--- src/common/bcs_pkg.sv ---
// Shared constants, types and helpers for the buck channel sequencer
package bcs_pkg;

	// ----------------------------------------------------------------
	// Timing
	// ----------------------------------------------------------------
	localparam int CLK_HZ          = 10_000_000;
	localparam int US_CYC          = CLK_HZ / 1_000_000;
	localparam int SEQ_UNIT_US     = 250;
	localparam int SEQ_UNIT_CYC    = SEQ_UNIT_US * US_CYC;
	localparam int OC_RESTART_MS   = 200;
	localparam int OC_RESTART_CYC  = OC_RESTART_MS * 1000 * US_CYC;
	localparam int MIN_ON_PS       = 40_000;
	localparam int CNT_W           = 24;
	localparam int NCH_DEF         = 4;
	localparam int FOLLOW_W        = 4;

	// ----------------------------------------------------------------
	// Register map: page in address[7:4], channel or index in [3:0]
	// ----------------------------------------------------------------
	localparam logic [3:0] PG_CUR_LIMIT = 4'h1;
	localparam logic [3:0] PG_SS_TIMING = 4'h2;
	localparam logic [3:0] PG_SD_TIMING = 4'h3;
	localparam logic [3:0] PG_GOOD_UP   = 4'h4;
	localparam logic [3:0] PG_GOOD_LO   = 4'h5;
	localparam logic [3:0] PG_GOOD_DLY  = 4'h6;
	localparam logic [3:0] PG_DUTY_LIM  = 4'h7;
	localparam logic [3:0] PG_MISC      = 4'h8;
	localparam logic [3:0] IX_FREQ      = 4'h0;
	localparam logic [3:0] IX_FOLLOW_LO = 4'h1;
	localparam logic [3:0] IX_FOLLOW_HI = 4'h2;
	localparam logic [3:0] IX_CHAN_EN   = 4'h3;
	localparam logic [3:0] IX_OC_FLAG   = 4'h4;
	localparam logic [3:0] IX_OC_FW     = 4'h5;
	localparam logic [3:0] IX_PG_STAT   = 4'h6;

	// ----------------------------------------------------------------
	// Field positions and scaling
	// ----------------------------------------------------------------
	localparam int LIM_THR_LSB     = 0;
	localparam int LIM_MARGIN_LSB  = 6;
	localparam int SEQ_DLY_LSB     = 10;
	localparam int SEQ_HOLD_LSB    = 0;
	localparam int FREQ_OSC_LSB    = 4;
	localparam int FREQ_DIV_LSB    = 0;
	localparam int OC_FAULT_LSB    = 4;
	localparam int CUR_LSB_MV      = 5;
	localparam int MARGIN_STEP_MV  = 10;
	localparam logic [3:0] MARGIN_STEP_CODE = 4'(MARGIN_STEP_MV / CUR_LSB_MV);
	localparam int PERIOD_MULT     = 16;
	localparam int DUTY_SHIFT      = 8;
	localparam logic [6:0] DISCHARGE_CODE = 7'h00;

	// ----------------------------------------------------------------
	// Reset values
	// ----------------------------------------------------------------
	localparam logic [7:0]  RST_CUR_LIMIT = 8'h3F;
	localparam logic [15:0] RST_SEQ       = 16'h0000;
	localparam logic [7:0]  RST_GOOD_UP   = 8'hFF;
	localparam logic [7:0]  RST_GOOD_LO   = 8'h00;
	localparam logic [7:0]  RST_GOOD_DLY  = 8'h00;
	localparam logic [7:0]  RST_DUTY_LIM  = 8'hC7;
	localparam logic [7:0]  RST_FREQ      = 8'h01;
	localparam logic [7:0]  RST_FOLLOW    = 8'h00;

	// Main oscillator period per code, in picoseconds
	localparam int TS_PS [8] = '{20800, 22300, 24000, 26000, 28400, 31250, 34700, 39000};

	// ----------------------------------------------------------------
	// Types
	// ----------------------------------------------------------------
	typedef enum logic [2:0] {
		ST_OFF     = 3'b000,
		ST_SS_DLY  = 3'b001,
		ST_SS_RAMP = 3'b010,
		ST_ON      = 3'b011,
		ST_SD_DLY  = 3'b100,
		ST_SD_RAMP = 3'b101,
		ST_OC_WAIT = 3'b110
	} bcs_state_t;

	typedef struct packed {
		logic        wr;
		logic        rd;
		logic [7:0]  addr;
		logic [15:0] wdata;
	} bcs_reg_req_t;

	typedef struct packed {
		logic [6:0] isense;
		logic [7:0] vout;
		logic [6:0] vtarget;
		logic [7:0] duty_cmd;
	} bcs_meas_t;

	function automatic logic [7:0] min_on_cycles(input logic [2:0] osc);
		int ts;
		ts = TS_PS[osc];
		return 8'((MIN_ON_PS + ts - 1) / ts);
	endfunction

	function automatic logic freq_valid(input logic [2:0] osc, input logic [2:0] div);
		return !((div == 3'h0) || (div == 3'h5 && osc == 3'h7) ||
			(div == 3'h6 && osc >= 3'h5) || (div == 3'h7 && osc >= 3'h4));
	endfunction

endpackage

--- src/rtl/bcs_top.sv ---
// Multi-channel buck sequencer: registers, soft start/stop, power good, overcurrent
`timescale 1ns/10ps
`default_nettype none

module bcs_top
	import bcs_pkg::*;
#(
	parameter int NCH               = bcs_pkg::NCH_DEF,
	parameter int OC_RESTART_CYCLES = bcs_pkg::OC_RESTART_CYC
)
(
	input  wire logic                           i_clk_sys,
	input  wire logic                           i_rst_b,
	input  wire bcs_pkg::bcs_reg_req_t          i_reg_req,
	input  wire bcs_pkg::bcs_meas_t [NCH-1:0]   i_meas,
	output logic [15:0]                         o_reg_rdata,
	output logic                                o_reg_rvalid,
	output logic [NCH-1:0]                      o_pwm_hi,
	output logic [NCH-1:0]                      o_drv_en,
	output logic [NCH-1:0]                      o_pgood,
	output logic [NCH-1:0]                      o_oc_warn,
	output logic [NCH-1:0]                      o_oc_fault,
	output logic [2:0]                          o_osc_sel,
	output logic [NCH-1:0][6:0]                 o_ref_code
);

	// ----------------------------------------------------------------
	// Register storage
	// ----------------------------------------------------------------
	logic [7:0]           cur_limit_r [NCH];
	logic [15:0]          ss_timing_r [NCH];
	logic [15:0]          sd_timing_r [NCH];
	logic [7:0]           good_up_r   [NCH];
	logic [7:0]           good_lo_r   [NCH];
	logic [7:0]           good_dly_r  [NCH];
	logic [7:0]           duty_lim_r  [NCH];
	logic [7:0]           freq_r;
	logic [7:0]           follow_lo_r;
	logic [7:0]           follow_hi_r;
	logic [NCH-1:0]       chan_en_r;
	logic [2*FOLLOW_W*2-1:0] follow;
	logic [NCH-1:0]       fault_det;
	logic [NCH-1:0]       trig;
	logic [3:0]           page;
	logic [3:0]           idx;
	logic                 misc_wr;
	logic                 freq_ok;
	logic [15:0]          rdata_nxt;

	assign page    = i_reg_req.addr[7:4];
	assign idx     = i_reg_req.addr[3:0];
	assign misc_wr = i_reg_req.wr && (page == PG_MISC);
	assign follow  = {follow_hi_r, follow_lo_r};
	assign freq_ok = freq_valid(freq_r[FREQ_OSC_LSB +: 3], freq_r[FREQ_DIV_LSB +: 3]);

	// ----------------------------------------------------------------
	// Chip-wide registers
	// ----------------------------------------------------------------
	always_ff @(posedge i_clk_sys)
	begin
		if (!i_rst_b)
		begin
			freq_r      <= RST_FREQ;
			follow_lo_r <= RST_FOLLOW;
			follow_hi_r <= RST_FOLLOW;
			chan_en_r   <= '0;
		end
		else if (misc_wr)
		begin
			case (idx)
				IX_FREQ:      freq_r      <= i_reg_req.wdata[7:0];
				IX_FOLLOW_LO: follow_lo_r <= i_reg_req.wdata[7:0];
				IX_FOLLOW_HI: follow_hi_r <= i_reg_req.wdata[7:0];
				IX_CHAN_EN:   chan_en_r   <= i_reg_req.wdata[NCH-1:0];
				default:      ;
			endcase
		end
	end

	// Oscillator selection leaves the chip as a code; the clock tree acts on it
	always_ff @(posedge i_clk_sys)
	begin
		if (!i_rst_b)
			o_osc_sel <= RST_FREQ[FREQ_OSC_LSB +: 3];
		else
			o_osc_sel <= freq_r[FREQ_OSC_LSB +: 3];
	end

	// ----------------------------------------------------------------
	// Fault fan-out to follower channels
	// ----------------------------------------------------------------
	always_comb
	begin
		for (int t = 0; t < NCH; t++)
		begin
			trig[t] = fault_det[t];
			for (int f = 0; f < NCH; f++)
				trig[t] = trig[t] | (fault_det[f] & follow[f*FOLLOW_W + t]);
		end
	end

	// ----------------------------------------------------------------
	// Per-channel logic
	// ----------------------------------------------------------------
	for (genvar g = 0; g < NCH; g++)
	begin : g_ch
		bcs_state_t       st_r;
		bcs_state_t       st_nxt;
		logic [CNT_W-1:0] cnt_r;
		logic [CNT_W-1:0] cnt_nxt;
		logic [CNT_W-1:0] ss_dly_cyc;
		logic [CNT_W-1:0] ss_hold_cyc;
		logic [CNT_W-1:0] sd_dly_cyc;
		logic [CNT_W-1:0] sd_hold_cyc;
		logic [CNT_W-1:0] pg_cnt_r;
		logic [6:0]       ref_r;
		logic [6:0]       ref_nxt;
		logic [3:0]       margin;
		logic             drv_nxt;
		logic             in_win;
		logic             wr_ch;
		logic             clr_fault;

		assign wr_ch     = i_reg_req.wr && (idx == 4'(g));
		assign clr_fault = misc_wr && (idx == IX_OC_FW) && i_reg_req.wdata[OC_FAULT_LSB + g];

		always_ff @(posedge i_clk_sys)
		begin
			if (!i_rst_b)
			begin
				cur_limit_r[g] <= RST_CUR_LIMIT;
				ss_timing_r[g] <= RST_SEQ;
				sd_timing_r[g] <= RST_SEQ;
				good_up_r[g]   <= RST_GOOD_UP;
				good_lo_r[g]   <= RST_GOOD_LO;
				good_dly_r[g]  <= RST_GOOD_DLY;
				duty_lim_r[g]  <= RST_DUTY_LIM;
			end
			else if (wr_ch)
			begin
				case (page)
					PG_CUR_LIMIT: cur_limit_r[g] <= i_reg_req.wdata[7:0];
					PG_SS_TIMING: ss_timing_r[g] <= i_reg_req.wdata;
					PG_SD_TIMING: sd_timing_r[g] <= i_reg_req.wdata;
					PG_GOOD_UP:   good_up_r[g]   <= i_reg_req.wdata[7:0];
					PG_GOOD_LO:   good_lo_r[g]   <= i_reg_req.wdata[7:0];
					PG_GOOD_DLY:  good_dly_r[g]  <= i_reg_req.wdata[7:0];
					PG_DUTY_LIM:  duty_lim_r[g]  <= i_reg_req.wdata[7:0];
					default:      ;
				endcase
			end
		end

		// Overcurrent compare: threshold in 5 mV steps, margin in 10 mV steps
		assign margin = (4'(cur_limit_r[g][LIM_MARGIN_LSB +: 2]) + 4'h1) * MARGIN_STEP_CODE;
		assign fault_det[g] = (st_r == ST_SS_RAMP || st_r == ST_ON ||
			st_r == ST_SD_DLY || st_r == ST_SD_RAMP) &&
			(i_meas[g].isense > {1'b0, cur_limit_r[g][LIM_THR_LSB +: 6]});

		// Level flag: follows the compare, so it drops without host action
		always_ff @(posedge i_clk_sys)
		begin
			if (!i_rst_b)
				o_oc_warn[g] <= 1'b0;
			else
				o_oc_warn[g] <= ({1'b0, i_meas[g].isense} + {4'h0, margin}) >=
					{2'b00, cur_limit_r[g][LIM_THR_LSB +: 6]};
		end

		// New fault wins over a clear in the same cycle
		always_ff @(posedge i_clk_sys)
		begin
			if (!i_rst_b)
				o_oc_fault[g] <= 1'b0;
			else
				o_oc_fault[g] <= (o_oc_fault[g] & ~clr_fault) | fault_det[g];
		end

		assign ss_dly_cyc  = CNT_W'(ss_timing_r[g][SEQ_DLY_LSB +: 6]) * CNT_W'(SEQ_UNIT_CYC);
		assign ss_hold_cyc = CNT_W'(ss_timing_r[g][SEQ_HOLD_LSB +: 10]) * CNT_W'(US_CYC);
		assign sd_dly_cyc  = CNT_W'(sd_timing_r[g][SEQ_DLY_LSB +: 6]) * CNT_W'(SEQ_UNIT_CYC);
		assign sd_hold_cyc = CNT_W'(sd_timing_r[g][SEQ_HOLD_LSB +: 10]) * CNT_W'(US_CYC);

		// ------------------------------------------------------------
		// Channel sequencer
		// ------------------------------------------------------------
		always_comb
		begin
			st_nxt  = st_r;
			cnt_nxt = (cnt_r != '0) ? cnt_r - 1'b1 : cnt_r;
			ref_nxt = ref_r;
			case (st_r)
				ST_OFF:
				begin
					ref_nxt = DISCHARGE_CODE;
					if (chan_en_r[g])
					begin
						st_nxt  = ST_SS_DLY;
						cnt_nxt = ss_dly_cyc;
					end
				end
				ST_SS_DLY:
				begin
					if (!chan_en_r[g])
						st_nxt = ST_OFF;
					else if (cnt_r == '0)
					begin
						st_nxt  = ST_SS_RAMP;
						cnt_nxt = ss_hold_cyc;
					end
				end
				ST_SS_RAMP:
				begin
					if (!chan_en_r[g])
					begin
						st_nxt  = ST_SD_DLY;
						cnt_nxt = sd_dly_cyc;
					end
					else if (cnt_r == '0)
					begin
						if (ref_r >= i_meas[g].vtarget)
							st_nxt = ST_ON;
						else
						begin
							ref_nxt = ref_r + 7'h01;
							cnt_nxt = ss_hold_cyc;
						end
					end
				end
				ST_ON:
				begin
					ref_nxt = i_meas[g].vtarget;
					if (!chan_en_r[g])
					begin
						st_nxt  = ST_SD_DLY;
						cnt_nxt = sd_dly_cyc;
					end
				end
				ST_SD_DLY:
				begin
					if (cnt_r == '0)
					begin
						st_nxt  = ST_SD_RAMP;
						cnt_nxt = sd_hold_cyc;
					end
				end
				ST_SD_RAMP:
				begin
					if (cnt_r == '0)
					begin
						if (ref_r <= DISCHARGE_CODE)
							st_nxt = ST_OFF;
						else
						begin
							ref_nxt = ref_r - 7'h01;
							cnt_nxt = sd_hold_cyc;
						end
					end
				end
				ST_OC_WAIT:
				begin
					if (cnt_r == '0)
					begin
						st_nxt  = chan_en_r[g] ? ST_SS_DLY : ST_OFF;
						cnt_nxt = ss_dly_cyc;
					end
				end
				default:
				begin
					st_nxt = ST_OFF;
				end
			endcase
			if (trig[g] && st_r != ST_OFF && st_r != ST_OC_WAIT)
			begin
				st_nxt  = ST_OC_WAIT;
				cnt_nxt = CNT_W'(OC_RESTART_CYCLES - 1);
				ref_nxt = DISCHARGE_CODE;
			end
		end

		assign drv_nxt = freq_ok && (st_nxt == ST_SS_RAMP || st_nxt == ST_ON ||
			st_nxt == ST_SD_DLY || st_nxt == ST_SD_RAMP);

		always_ff @(posedge i_clk_sys)
		begin
			if (!i_rst_b)
			begin
				st_r          <= ST_OFF;
				cnt_r         <= '0;
				ref_r         <= DISCHARGE_CODE;
				o_drv_en[g]   <= 1'b0;
				o_ref_code[g] <= DISCHARGE_CODE;
			end
			else
			begin
				st_r          <= st_nxt;
				cnt_r         <= cnt_nxt;
				ref_r         <= ref_nxt;
				o_drv_en[g]   <= drv_nxt;
				o_ref_code[g] <= ref_nxt;
			end
		end

		// ------------------------------------------------------------
		// Power good
		// ------------------------------------------------------------
		assign in_win = (i_meas[g].vout >= good_lo_r[g]) && (i_meas[g].vout <= good_up_r[g]);

		always_ff @(posedge i_clk_sys)
		begin
			if (!i_rst_b)
			begin
				pg_cnt_r   <= '0;
				o_pgood[g] <= 1'b0;
			end
			else
			begin
				if (st_r != ST_ON)
					pg_cnt_r <= CNT_W'(good_dly_r[g]) * CNT_W'(SEQ_UNIT_CYC);
				else if (pg_cnt_r != '0)
					pg_cnt_r <= pg_cnt_r - 1'b1;
				o_pgood[g] <= (st_r == ST_ON) && (pg_cnt_r == '0) && in_win;
			end
		end

		bcs_pwm u_pwm (
			.i_clk_sys  (i_clk_sys),
			.i_rst_b    (i_rst_b),
			.i_run      (drv_nxt),
			.i_osc      (freq_r[FREQ_OSC_LSB +: 3]),
			.i_div      (freq_r[FREQ_DIV_LSB +: 3]),
			.i_duty_cmd (i_meas[g].duty_cmd),
			.i_duty_lim (duty_lim_r[g]),
			.o_hi       (o_pwm_hi[g])
		);
	end

	// ----------------------------------------------------------------
	// Read-back
	// ----------------------------------------------------------------
	// Unmapped addresses and channels beyond NCH read as zero
	always_comb
	begin
		rdata_nxt = 16'h0000;
		if (page == PG_MISC)
		begin
			case (idx)
				IX_FREQ:      rdata_nxt = {8'h00, freq_r};
				IX_FOLLOW_LO: rdata_nxt = {8'h00, follow_lo_r};
				IX_FOLLOW_HI: rdata_nxt = {8'h00, follow_hi_r};
				IX_CHAN_EN:   rdata_nxt[NCH-1:0] = chan_en_r;
				IX_OC_FLAG:   rdata_nxt[NCH-1:0] = o_oc_warn;
				IX_OC_FW:
				begin
					rdata_nxt[NCH-1:0] = o_oc_warn;
					rdata_nxt[OC_FAULT_LSB +: NCH] = o_oc_fault;
				end
				IX_PG_STAT:   rdata_nxt[NCH-1:0] = o_pgood;
				default:      rdata_nxt = 16'h0000;
			endcase
		end
		else
		begin
			for (int c = 0; c < NCH; c++)
			begin
				if (idx == 4'(c))
				begin
					case (page)
						PG_CUR_LIMIT: rdata_nxt = {8'h00, cur_limit_r[c]};
						PG_SS_TIMING: rdata_nxt = ss_timing_r[c];
						PG_SD_TIMING: rdata_nxt = sd_timing_r[c];
						PG_GOOD_UP:   rdata_nxt = {8'h00, good_up_r[c]};
						PG_GOOD_LO:   rdata_nxt = {8'h00, good_lo_r[c]};
						PG_GOOD_DLY:  rdata_nxt = {8'h00, good_dly_r[c]};
						PG_DUTY_LIM:  rdata_nxt = {8'h00, duty_lim_r[c]};
						default:      rdata_nxt = 16'h0000;
					endcase
				end
			end
		end
	end

	always_ff @(posedge i_clk_sys)
	begin
		if (!i_rst_b)
		begin
			o_reg_rdata  <= 16'h0000;
			o_reg_rvalid <= 1'b0;
		end
		else
		begin
			o_reg_rvalid <= i_reg_req.rd;
			if (i_reg_req.rd)
				o_reg_rdata <= rdata_nxt;
		end
	end

endmodule
`default_nettype wire

--- src/rtl/bcs_pwm.sv ---
// Per-channel switching pulse generator with duty clamp and minimum on time
`timescale 1ns/10ps
`default_nettype none

module bcs_pwm
	import bcs_pkg::*;
(
	input  wire logic       i_clk_sys,
	input  wire logic       i_rst_b,
	input  wire logic       i_run,
	input  wire logic [2:0] i_osc,
	input  wire logic [2:0] i_div,
	input  wire logic [7:0] i_duty_cmd,
	input  wire logic [7:0] i_duty_lim,
	output logic            o_hi
);

	logic [7:0]  period;
	logic [7:0]  duty_eff;
	logic [15:0] prod;
	logic [7:0]  on_cyc;
	logic [7:0]  min_on;
	logic [7:0]  ph_r;
	logic [7:0]  ph_nxt;
	logic [7:0]  on_r;

	assign period   = 8'(PERIOD_MULT) * (8'(i_div) + 8'h01);
	assign duty_eff = (i_duty_cmd > i_duty_lim) ? i_duty_lim : i_duty_cmd;
	assign prod     = 16'(duty_eff) * 16'(period);
	assign min_on   = min_on_cycles(i_osc);
	assign on_cyc   = (prod[15:DUTY_SHIFT] < min_on) ? min_on : prod[15:DUTY_SHIFT];
	assign ph_nxt   = (ph_r >= period - 8'h01) ? 8'h00 : ph_r + 8'h01;

	// ----------------------------------------------------------------
	// Phase counter; on time is taken only at period start
	// ----------------------------------------------------------------
	// Latching per period avoids runt pulses when the command moves mid-cycle
	always_ff @(posedge i_clk_sys)
	begin
		if (!i_rst_b || !i_run)
		begin
			ph_r <= 8'h00;
			on_r <= 8'h00;
			o_hi <= 1'b0;
		end
		else
		begin
			ph_r <= ph_nxt;
			if (ph_nxt == 8'h00)
			begin
				on_r <= on_cyc;
				o_hi <= 1'b1;
			end
			else
			begin
				o_hi <= (ph_nxt < on_r);
			end
		end
	end

endmodule
`default_nettype wire

--- config.mk ---
export PLATFORM = sky130hd
export DESIGN_NAME = bcs_top
export DESIGN_NICKNAME = d
export VERILOG_FILES = /design/src/common/bcs_pkg.sv /design/src/rtl/bcs_top.sv /design/src/rtl/bcs_pwm.sv
export SDC_FILE = /design/constraint.sdc
export NUM_CORES = 2
export LEC_CHECK = 0
export ABC_AREA = 1
export BUFFER_PORTS_ARGS = -buffer_cell sky130_fd_sc_hd__buf_2
export CAP_MARGIN = 20
export CORE_UTILIZATION = 45
export DETAILED_ROUTE_END_ITERATION = 6
export PLACE_DENSITY = 0.7
export SYNTH_ARGS = -nofsm -noshare
export SYNTH_HDL_FRONTEND = slang
export SYNTH_SLANG_ARGS = --single-unit
--- constraint.sdc ---
create_clock -name i_clk_sys -period 88 [get_ports i_clk_sys]
set_clock_uncertainty 0.1 [all_clocks]
set_input_delay 13.2 -clock i_clk_sys [delete_from_list [all_inputs] [get_ports i_clk_sys]]
set_output_delay 13.2 -clock i_clk_sys [all_outputs]
set_load 0.05 [all_outputs]
=== Word-level counts from Yosys, hierarchy flattened ===
Memory sizes are Yosys's and may differ from the RTL's.
Index checks and enable logic that the tools add are counted.

* Bits in registers: 364
* Bits in writable memories: 288
* Bits in read-only memories: 256
* Input bits: 148
* Output and inout bits: 68
* Word-level logic and storage cells: 753
* Memories kept: 8

* Add/subtract/negate cells: 32
* Multiply operators: 24
* Divide/modulo/power cells: 1
* Magnitude comparators: 43
* Equality and inequality tests: 86
* Multiplexer cells: 293
* Bitwise logic cells: 74
* Reduce and logical (&&, ||, !) cells: 133

{| class="wikitable"
|+ Memory list
! name !! words !! width !! read ports !! clocked after memory_dff !! write ports !! RTL line !! RTL
|-
| (no name shown) || 8 || 32 || 1 || 0 || 0 || bcs_pkg.sv:98 || <nowiki>ts = TS_PS[osc];</nowiki>
|-
| sd_timing_r || 4 || 16 || 4 || 0 || 4 || bcs_top.sv:32 || <nowiki>logic [15:0] sd_timing_r [NCH];</nowiki>
|-
| ss_timing_r || 4 || 16 || 4 || 0 || 4 || bcs_top.sv:31 || <nowiki>logic [15:0] ss_timing_r [NCH];</nowiki>
|-
| cur_limit_r || 4 || 8 || 4 || 0 || 4 || bcs_top.sv:30 || <nowiki>logic [7:0] cur_limit_r [NCH];</nowiki>
|-
| duty_lim_r || 4 || 8 || 4 || 0 || 4 || bcs_top.sv:36 || <nowiki>logic [7:0] duty_lim_r [NCH];</nowiki>
|-
| good_dly_r || 4 || 8 || 4 || 0 || 4 || bcs_top.sv:35 || <nowiki>logic [7:0] good_dly_r [NCH];</nowiki>
|-
| 2 more memories || n/a || n/a || n/a || n/a || n/a || n/a ||
|}

{| class="wikitable"
|+ Operators with widths
! kind !! count
|-
| $mux 24 || 48
|-
| $pmux 24 s7 || 4
|-
| $pmux 16 s7 || 4
|-
| $mux 8 || 32
|-
| $mux 16 || 13
|-
| $logic_not 24->1 || 8
|-
| $reduce_bool 24->1 || 8
|-
| $sub 24x1->24 const B || 8
|-
| $mux 20 || 8
|-
| $mux 3 || 48
|-
| $mux 7 || 20
|-
| $mul 6x10->16 const B || 8
|-
| $pmux 7 s4 || 4
|-
| $mul 10x3->13 const B || 8
|-
| $mux 1 || 100
|-
| $mux 21 || 4
|-
| $pmux 3 s7 || 4
|-
| $eq 3x3->1 const B || 24
|-
| $mul 8x10->18 const B || 4
|-
| $ge 8x8->1 || 8
|-
| $lt 8x8->1 || 8
|-
| $mux 32 || 2
|-
| $eq 3x2->1 const B || 16
|-
| $mul 8x4->12 || 4
|-
| other kinds (45) || 291
|}

=== Depth between registers and ports, before layout ===
* Depth in word-level cells: 20
* Mapped depth: 388
* Depth with buffers taken out: 354

=== Hierarchy ===
From an unflattened synthesis, not the netlist that was laid out.

* Cells, all modules: 27,296
* Area, all modules: 166,968.9 µm²

{| class="wikitable"
|+ By module, submodules not included
! module !! times used !! cells each !! area an instance (µm²) !! seq. area each (µm²)
|-
| bcs_pwm at g_ch[0].u_pwm ... || 3 || 5,053 || 28,766.3 || 340.3
|-
| bcs_top || 1 || 7,153 || 52,791.9 || 14,574.0
|-
| bcs_pwm at g_ch[1].u_pwm || 1 || 4,984 || 27,878.0 || 340.3
|}

=== Worst setup path before layout ===
Ideal clock, no wire load.

* Path type: reg-to-reg
* From: register freq_r[4]
* To: register g_ch[2].u_pwm.on_r[0]
* Setup time: 72 ps
* Arrival: 44,324 ps
* Data required time: 87,828 ps
* Path slack: 43,504 ps
* Stages on the path, launching flop included: 348
* Path buffers: 36
* Period minus slack after synthesis: 44,496 ps
* Cell sequence: dfxtp_1 > buf_6 > inv_4 > ha_1 > nor2_1 > inv_1 > ha_1 > inv_1 > nor2_4 > nand2_2 > nand3_2 > nand3_2 > nand2_4 > nor2_4 > nand2_2 > nand2_1 > nand2_1 > or2_1 > [... 312 more ...] > nand4_1 > o221ai_1 > nand3_1 > a21oi_2 > nand3_1 > nand2_1 > nand2_1 > nand2_2 > nand2_1 > nand2_1 > nand2_1 > nand2_1 > nand2_2 > nand2_4 > nand2_4 > nand2_1 > nand3_1 > a21oi_1

* Longest elaborated chain between the ends: 9
* Elaborated cells between the ends (all ways): 22
* Those cells by class: 2 x add/sub; 1 x div; 3 x order compare; 1 x eq/ne; 3 x mux; 1 x bitwise; 10 x reduce/logical; 1 x memory

{| class="wikitable"
|+ Ends and longest elaborated chain
! item !! RTL line !! RTL
|-
| start, declared || bcs_top.sv:37 || <nowiki>logic [7:0] freq_r;</nowiki>
|-
| start signal, assigned || bcs_top.sv:71 || <nowiki>IX_FREQ: freq_r <= i_reg_req.wdata[7:0];</nowiki>
|-
| $not 3->4 (not written as such) or $eq 3x3->1 (tied branches) || bcs_pkg.sv:98, bcs_pkg.sv:103 ||
|-
| $mem_v2 8x32 or $logic_and 1x1->1 (tied branches) || n/a ||
|-
| $mux 32 or $logic_or 1x1->1 (tied branches) (2 in a row) || n/a ||
|-
| $add 17x32->32 or $logic_or 1x1->1 (tied branches) || n/a ||
|-
| $sub 32x2->32 or $logic_not 1->1 (tied branches) || n/a ||
|-
| $div 32x32->32 or $logic_and 1x1->1 (tied branches) || n/a ||
|-
| $lt 8x8->1 or $logic_not 1->1 (tied branches) || bcs_pwm.sv:31, bcs_pwm.sv:40 ||
|-
| $mux 8 or $logic_or 1x1->1 (tied branches) || bcs_pwm.sv:31, bcs_pwm.sv:40 ||
|-
| end signal, assigned || bcs_pwm.sv:51 || <nowiki>on_r <= on_cyc;</nowiki>
|-
| end, declared || bcs_pwm.sv:25 || <nowiki>logic [7:0] on_r;</nowiki>
|}

Several ways; a longest one is shown, not always the timed one. The select of a mux whose other input is x is not followed.
A chain may end at the register's enable or synchronous reset.

=== Worst setup path after layout ===
* From: register freq_r[5]
* To: register g_ch[2].u_pwm.on_r[7]

The elaborated chain is that of the path after synthesis.

==> qor.yml <==
status: "completed"
start_util_pct: 45.3
synthTopCellsByArea: "ha_1, nand2_1, edfxtp_1"
synthToLayoutAreaGrowth_pct: 6.45
end_kind: "flip-flop"
startpoint_type: "flip-flop"
wire_per_inst_um: 20.9
rr_endpoint: "g_ch[2].u_pwm.on_r[7]"
clock.fmax_mhz: 18.2
rsz0062_at_grt: "false"
die_h_um: 456
relSlewSlack_pct: 19.5
wl_um: 345000
clk_pin_slew_ns: 0.06
first_iter_violations: 9633
die_area_um2: 208000
power.density_nw_per_um2: 13.5
nets: 15100
die_w_um: 456
ys_seq_area_share_pct: 17.2
synth_seq_cells: 652
stdcell_count: 16500
slowest_stage: "dfxtp_1"
yosys-top-cells-count: "nand2_1, inv_1, nor2_1"
core_um2: 205000
port_buffers: 215
grt_pass1_wl_um: 519000
ctsResizeCount: 0
clk_latency_ns: 0.76
setup_violations: 0
syn_avg_cell_area_um2: 6.80
hold_path.class: "reg2reg"
cts_tree: "yes"
grt_util_all_layers_pct: 32.0
first_global_vias: 86500
drv_cap: 0
hold_viol: 0
fillers: 20800
crit_top_cell: "nand2_1"
place_congestion: 1.07
grt_antenna_before_repair: 45
grt_max_degree: 58
cts.path.max_buffers: 3
yosysMostFrequentCell: "nand2_1"
numPlacedInstances: 16300
final_area_um2: 98700
critPathRequiredTime_ns: 88.52
clockRootBuffer: "clkbuf_16"
syn_area_um2: 92700
p_leak_nw: 49.8
yosysTopAreaCellShare_pct: 14.7
postRouteAntennaNets: 0
firstDrtPassIters: 7
yosysWarnings: 0
min_to: "g_ch[2].pg_cnt_r[0]"
worstPathArrival_ns: 55.47
layout_min_cycle_time_ns: 54.95
final.setup.tns_ns: 0
via_per_inst: 5.70
postCtsSetupBuffers: 0
yosysUniqueCellTypes: 114
cts.sinks: 652
synth_edf_count: 288
synth_ff_type: "dfxtp_1"
synth_cells: 13600
grt_overflow_total: 0
slowest_delay_ns: 0.70
worstSetupPathType: "reg2reg"
finalCritPeriodShare_pct: 62.4
io_pins: 216
vias: 94200
cts_hold_buf: 0
reg2reg_depth: 308
slew_violations: 0
placedInstanceArea_um2: 95700
hold_path_depth: 2
htree_levels: 3
yosysTopAreaCell: "ha_1"
cts_inserted_buffers: 81
post-route-drc-count: 0
path_max_fanout: 29
irDropWorstVdd_mv: 0.0203
min_from: "g_ch[2].pg_cnt_r[0]"
reg2reg_from: "freq_r[5]"
drive_gt1_share_pct: 11.3
hpwlAfterDp_um: 273000
r2r_slack_ns: 33.05
worst_slew_pin_slew_ns: 1.20
core.rowCount: 166
async_reset_ff_share_pct: 0
[layout make-up]
class	instances	area, µm²	share of cell area, %
inverters	2239	8530	8.64
repair buffers	355	2100	2.13
flip-flops and latches	652	15900	16.1
clock inverters	53	721	0.730
diodes	38	95.1	0.0963
clock buffers	96	2110	2.14
multi-input cells	10400	65800	66.7
well taps	2688	3360	3.41
[sequential cells by signal (all words and copies together), names as in the netlist, 12 cells and up]
signal	cells
g_ch.cnt_r	96
g_ch.pg_cnt_r	96
sd_timing_r	64
ss_timing_r	64
cur_limit_r	32
duty_lim_r	32
g_ch.u_pwm.on_r	32
g_ch.u_pwm.ph_r	32
good_dly_r	32
good_lo_r	32
good_up_r	32
g_ch.ref_r	28
o_reg_rdata	16
g_ch.st_r	12
[metrics by stage]
stage                     hold slack, ns  util [%]  setup slack (ns)  power [W]
after floorplan                    0.339         -             43.50   0.000800
after global placement             0.352      46.8             35.23   0.000952
after detailed placement           0.356      46.8             34.14   0.000955
after CTS                          0.364      48.2             34.00    0.00132
after global routing               0.380      48.2             28.25    0.00142
final                              0.365      48.2             33.05    0.00133
[layer usage]
layer | vias to the layer above | wire length [µm] | track usage (%)
met4 | 10 | 26800 | 21.5
met5 | - | 62 | 0
met3 | 993 | 30600 | 5.05
met1 | 43400 | 139000 | 40.8
met2 | 4422 | 148000 | 49.9
li1 | 45400 | - | -
[worst max-delay path: cells and delay by family, from the launching register on]
family,cells,cell delay [ns]
XOR/XNOR,2,0.27
buffers and inverters,57,8.78
adder cells (fa/ha/maj),27,8.63
flip-flops,1,0.70
AND/OR/NAND/NOR,170,24.85
AO/OA/AOI/OAI,52,11.28
[placed cells by master, fill, tap and decap left out, types with 205 or more instances in the layout]
master and n:
a21oi_1 795, buf_2 227, dfxtp_1 364, edfxtp_1 288, ha_1 1084, inv_1 2110, nand2_1 2547, nand2_2 335
nand3_1 754, nand4_1 245, nor2_1 1499, nor3_1 205, o21ai_0 707, xor2_1 335
[worst max path at each step]
stage | from | slack, ns | depth (start not counted) | endpoint
finish | freq_r[5] | 33.05 | 308 | g_ch[2].u_pwm.on_r[7]
global route | freq_r[5] | 28.25 | 309 | g_ch[1].u_pwm.on_r[7]
CTS | freq_r[5] | 34.00 | 308 | g_ch[2].u_pwm.on_r[7]
detailed placement | freq_r[5] | 34.14 | 306 | g_ch[2].u_pwm.on_r[7]
global placement | freq_r[5] | 35.23 | 306 | g_ch[3].u_pwm.on_r[3]
floorplan | freq_r[4] | 43.50 | 347 | g_ch[2].u_pwm.on_r[0]
[power breakdown]
group,switching [W],total [W],internal [W]
clock,0.000155,0.000363,0.000208
combinational,0.000380,0.000582,0.000202
sequential,0.0000346,0.000383,0.000349
total,0.000570,0.00133,0.000758
[logic make-up (layout without fill, tap and decap cells)]
kind of cell / after synthesis / count (layout) / share of synthesized area [%]
compound gates: 2343 / 2343 / 15.3
mux: 1 / 1 / 0.0121
other cells: 1 / 49 / 0.00404
buf+inv: 2583 / 2743 / 11.9
xor+xnor: 509 / 509 / 4.91
flops: 652 / 652 / 17.2
simple gates: 6289 / 6289 / 32.5
fa+ha+maj: 1250 / 1250 / 18.2
(Power assumes the default switching activity.)
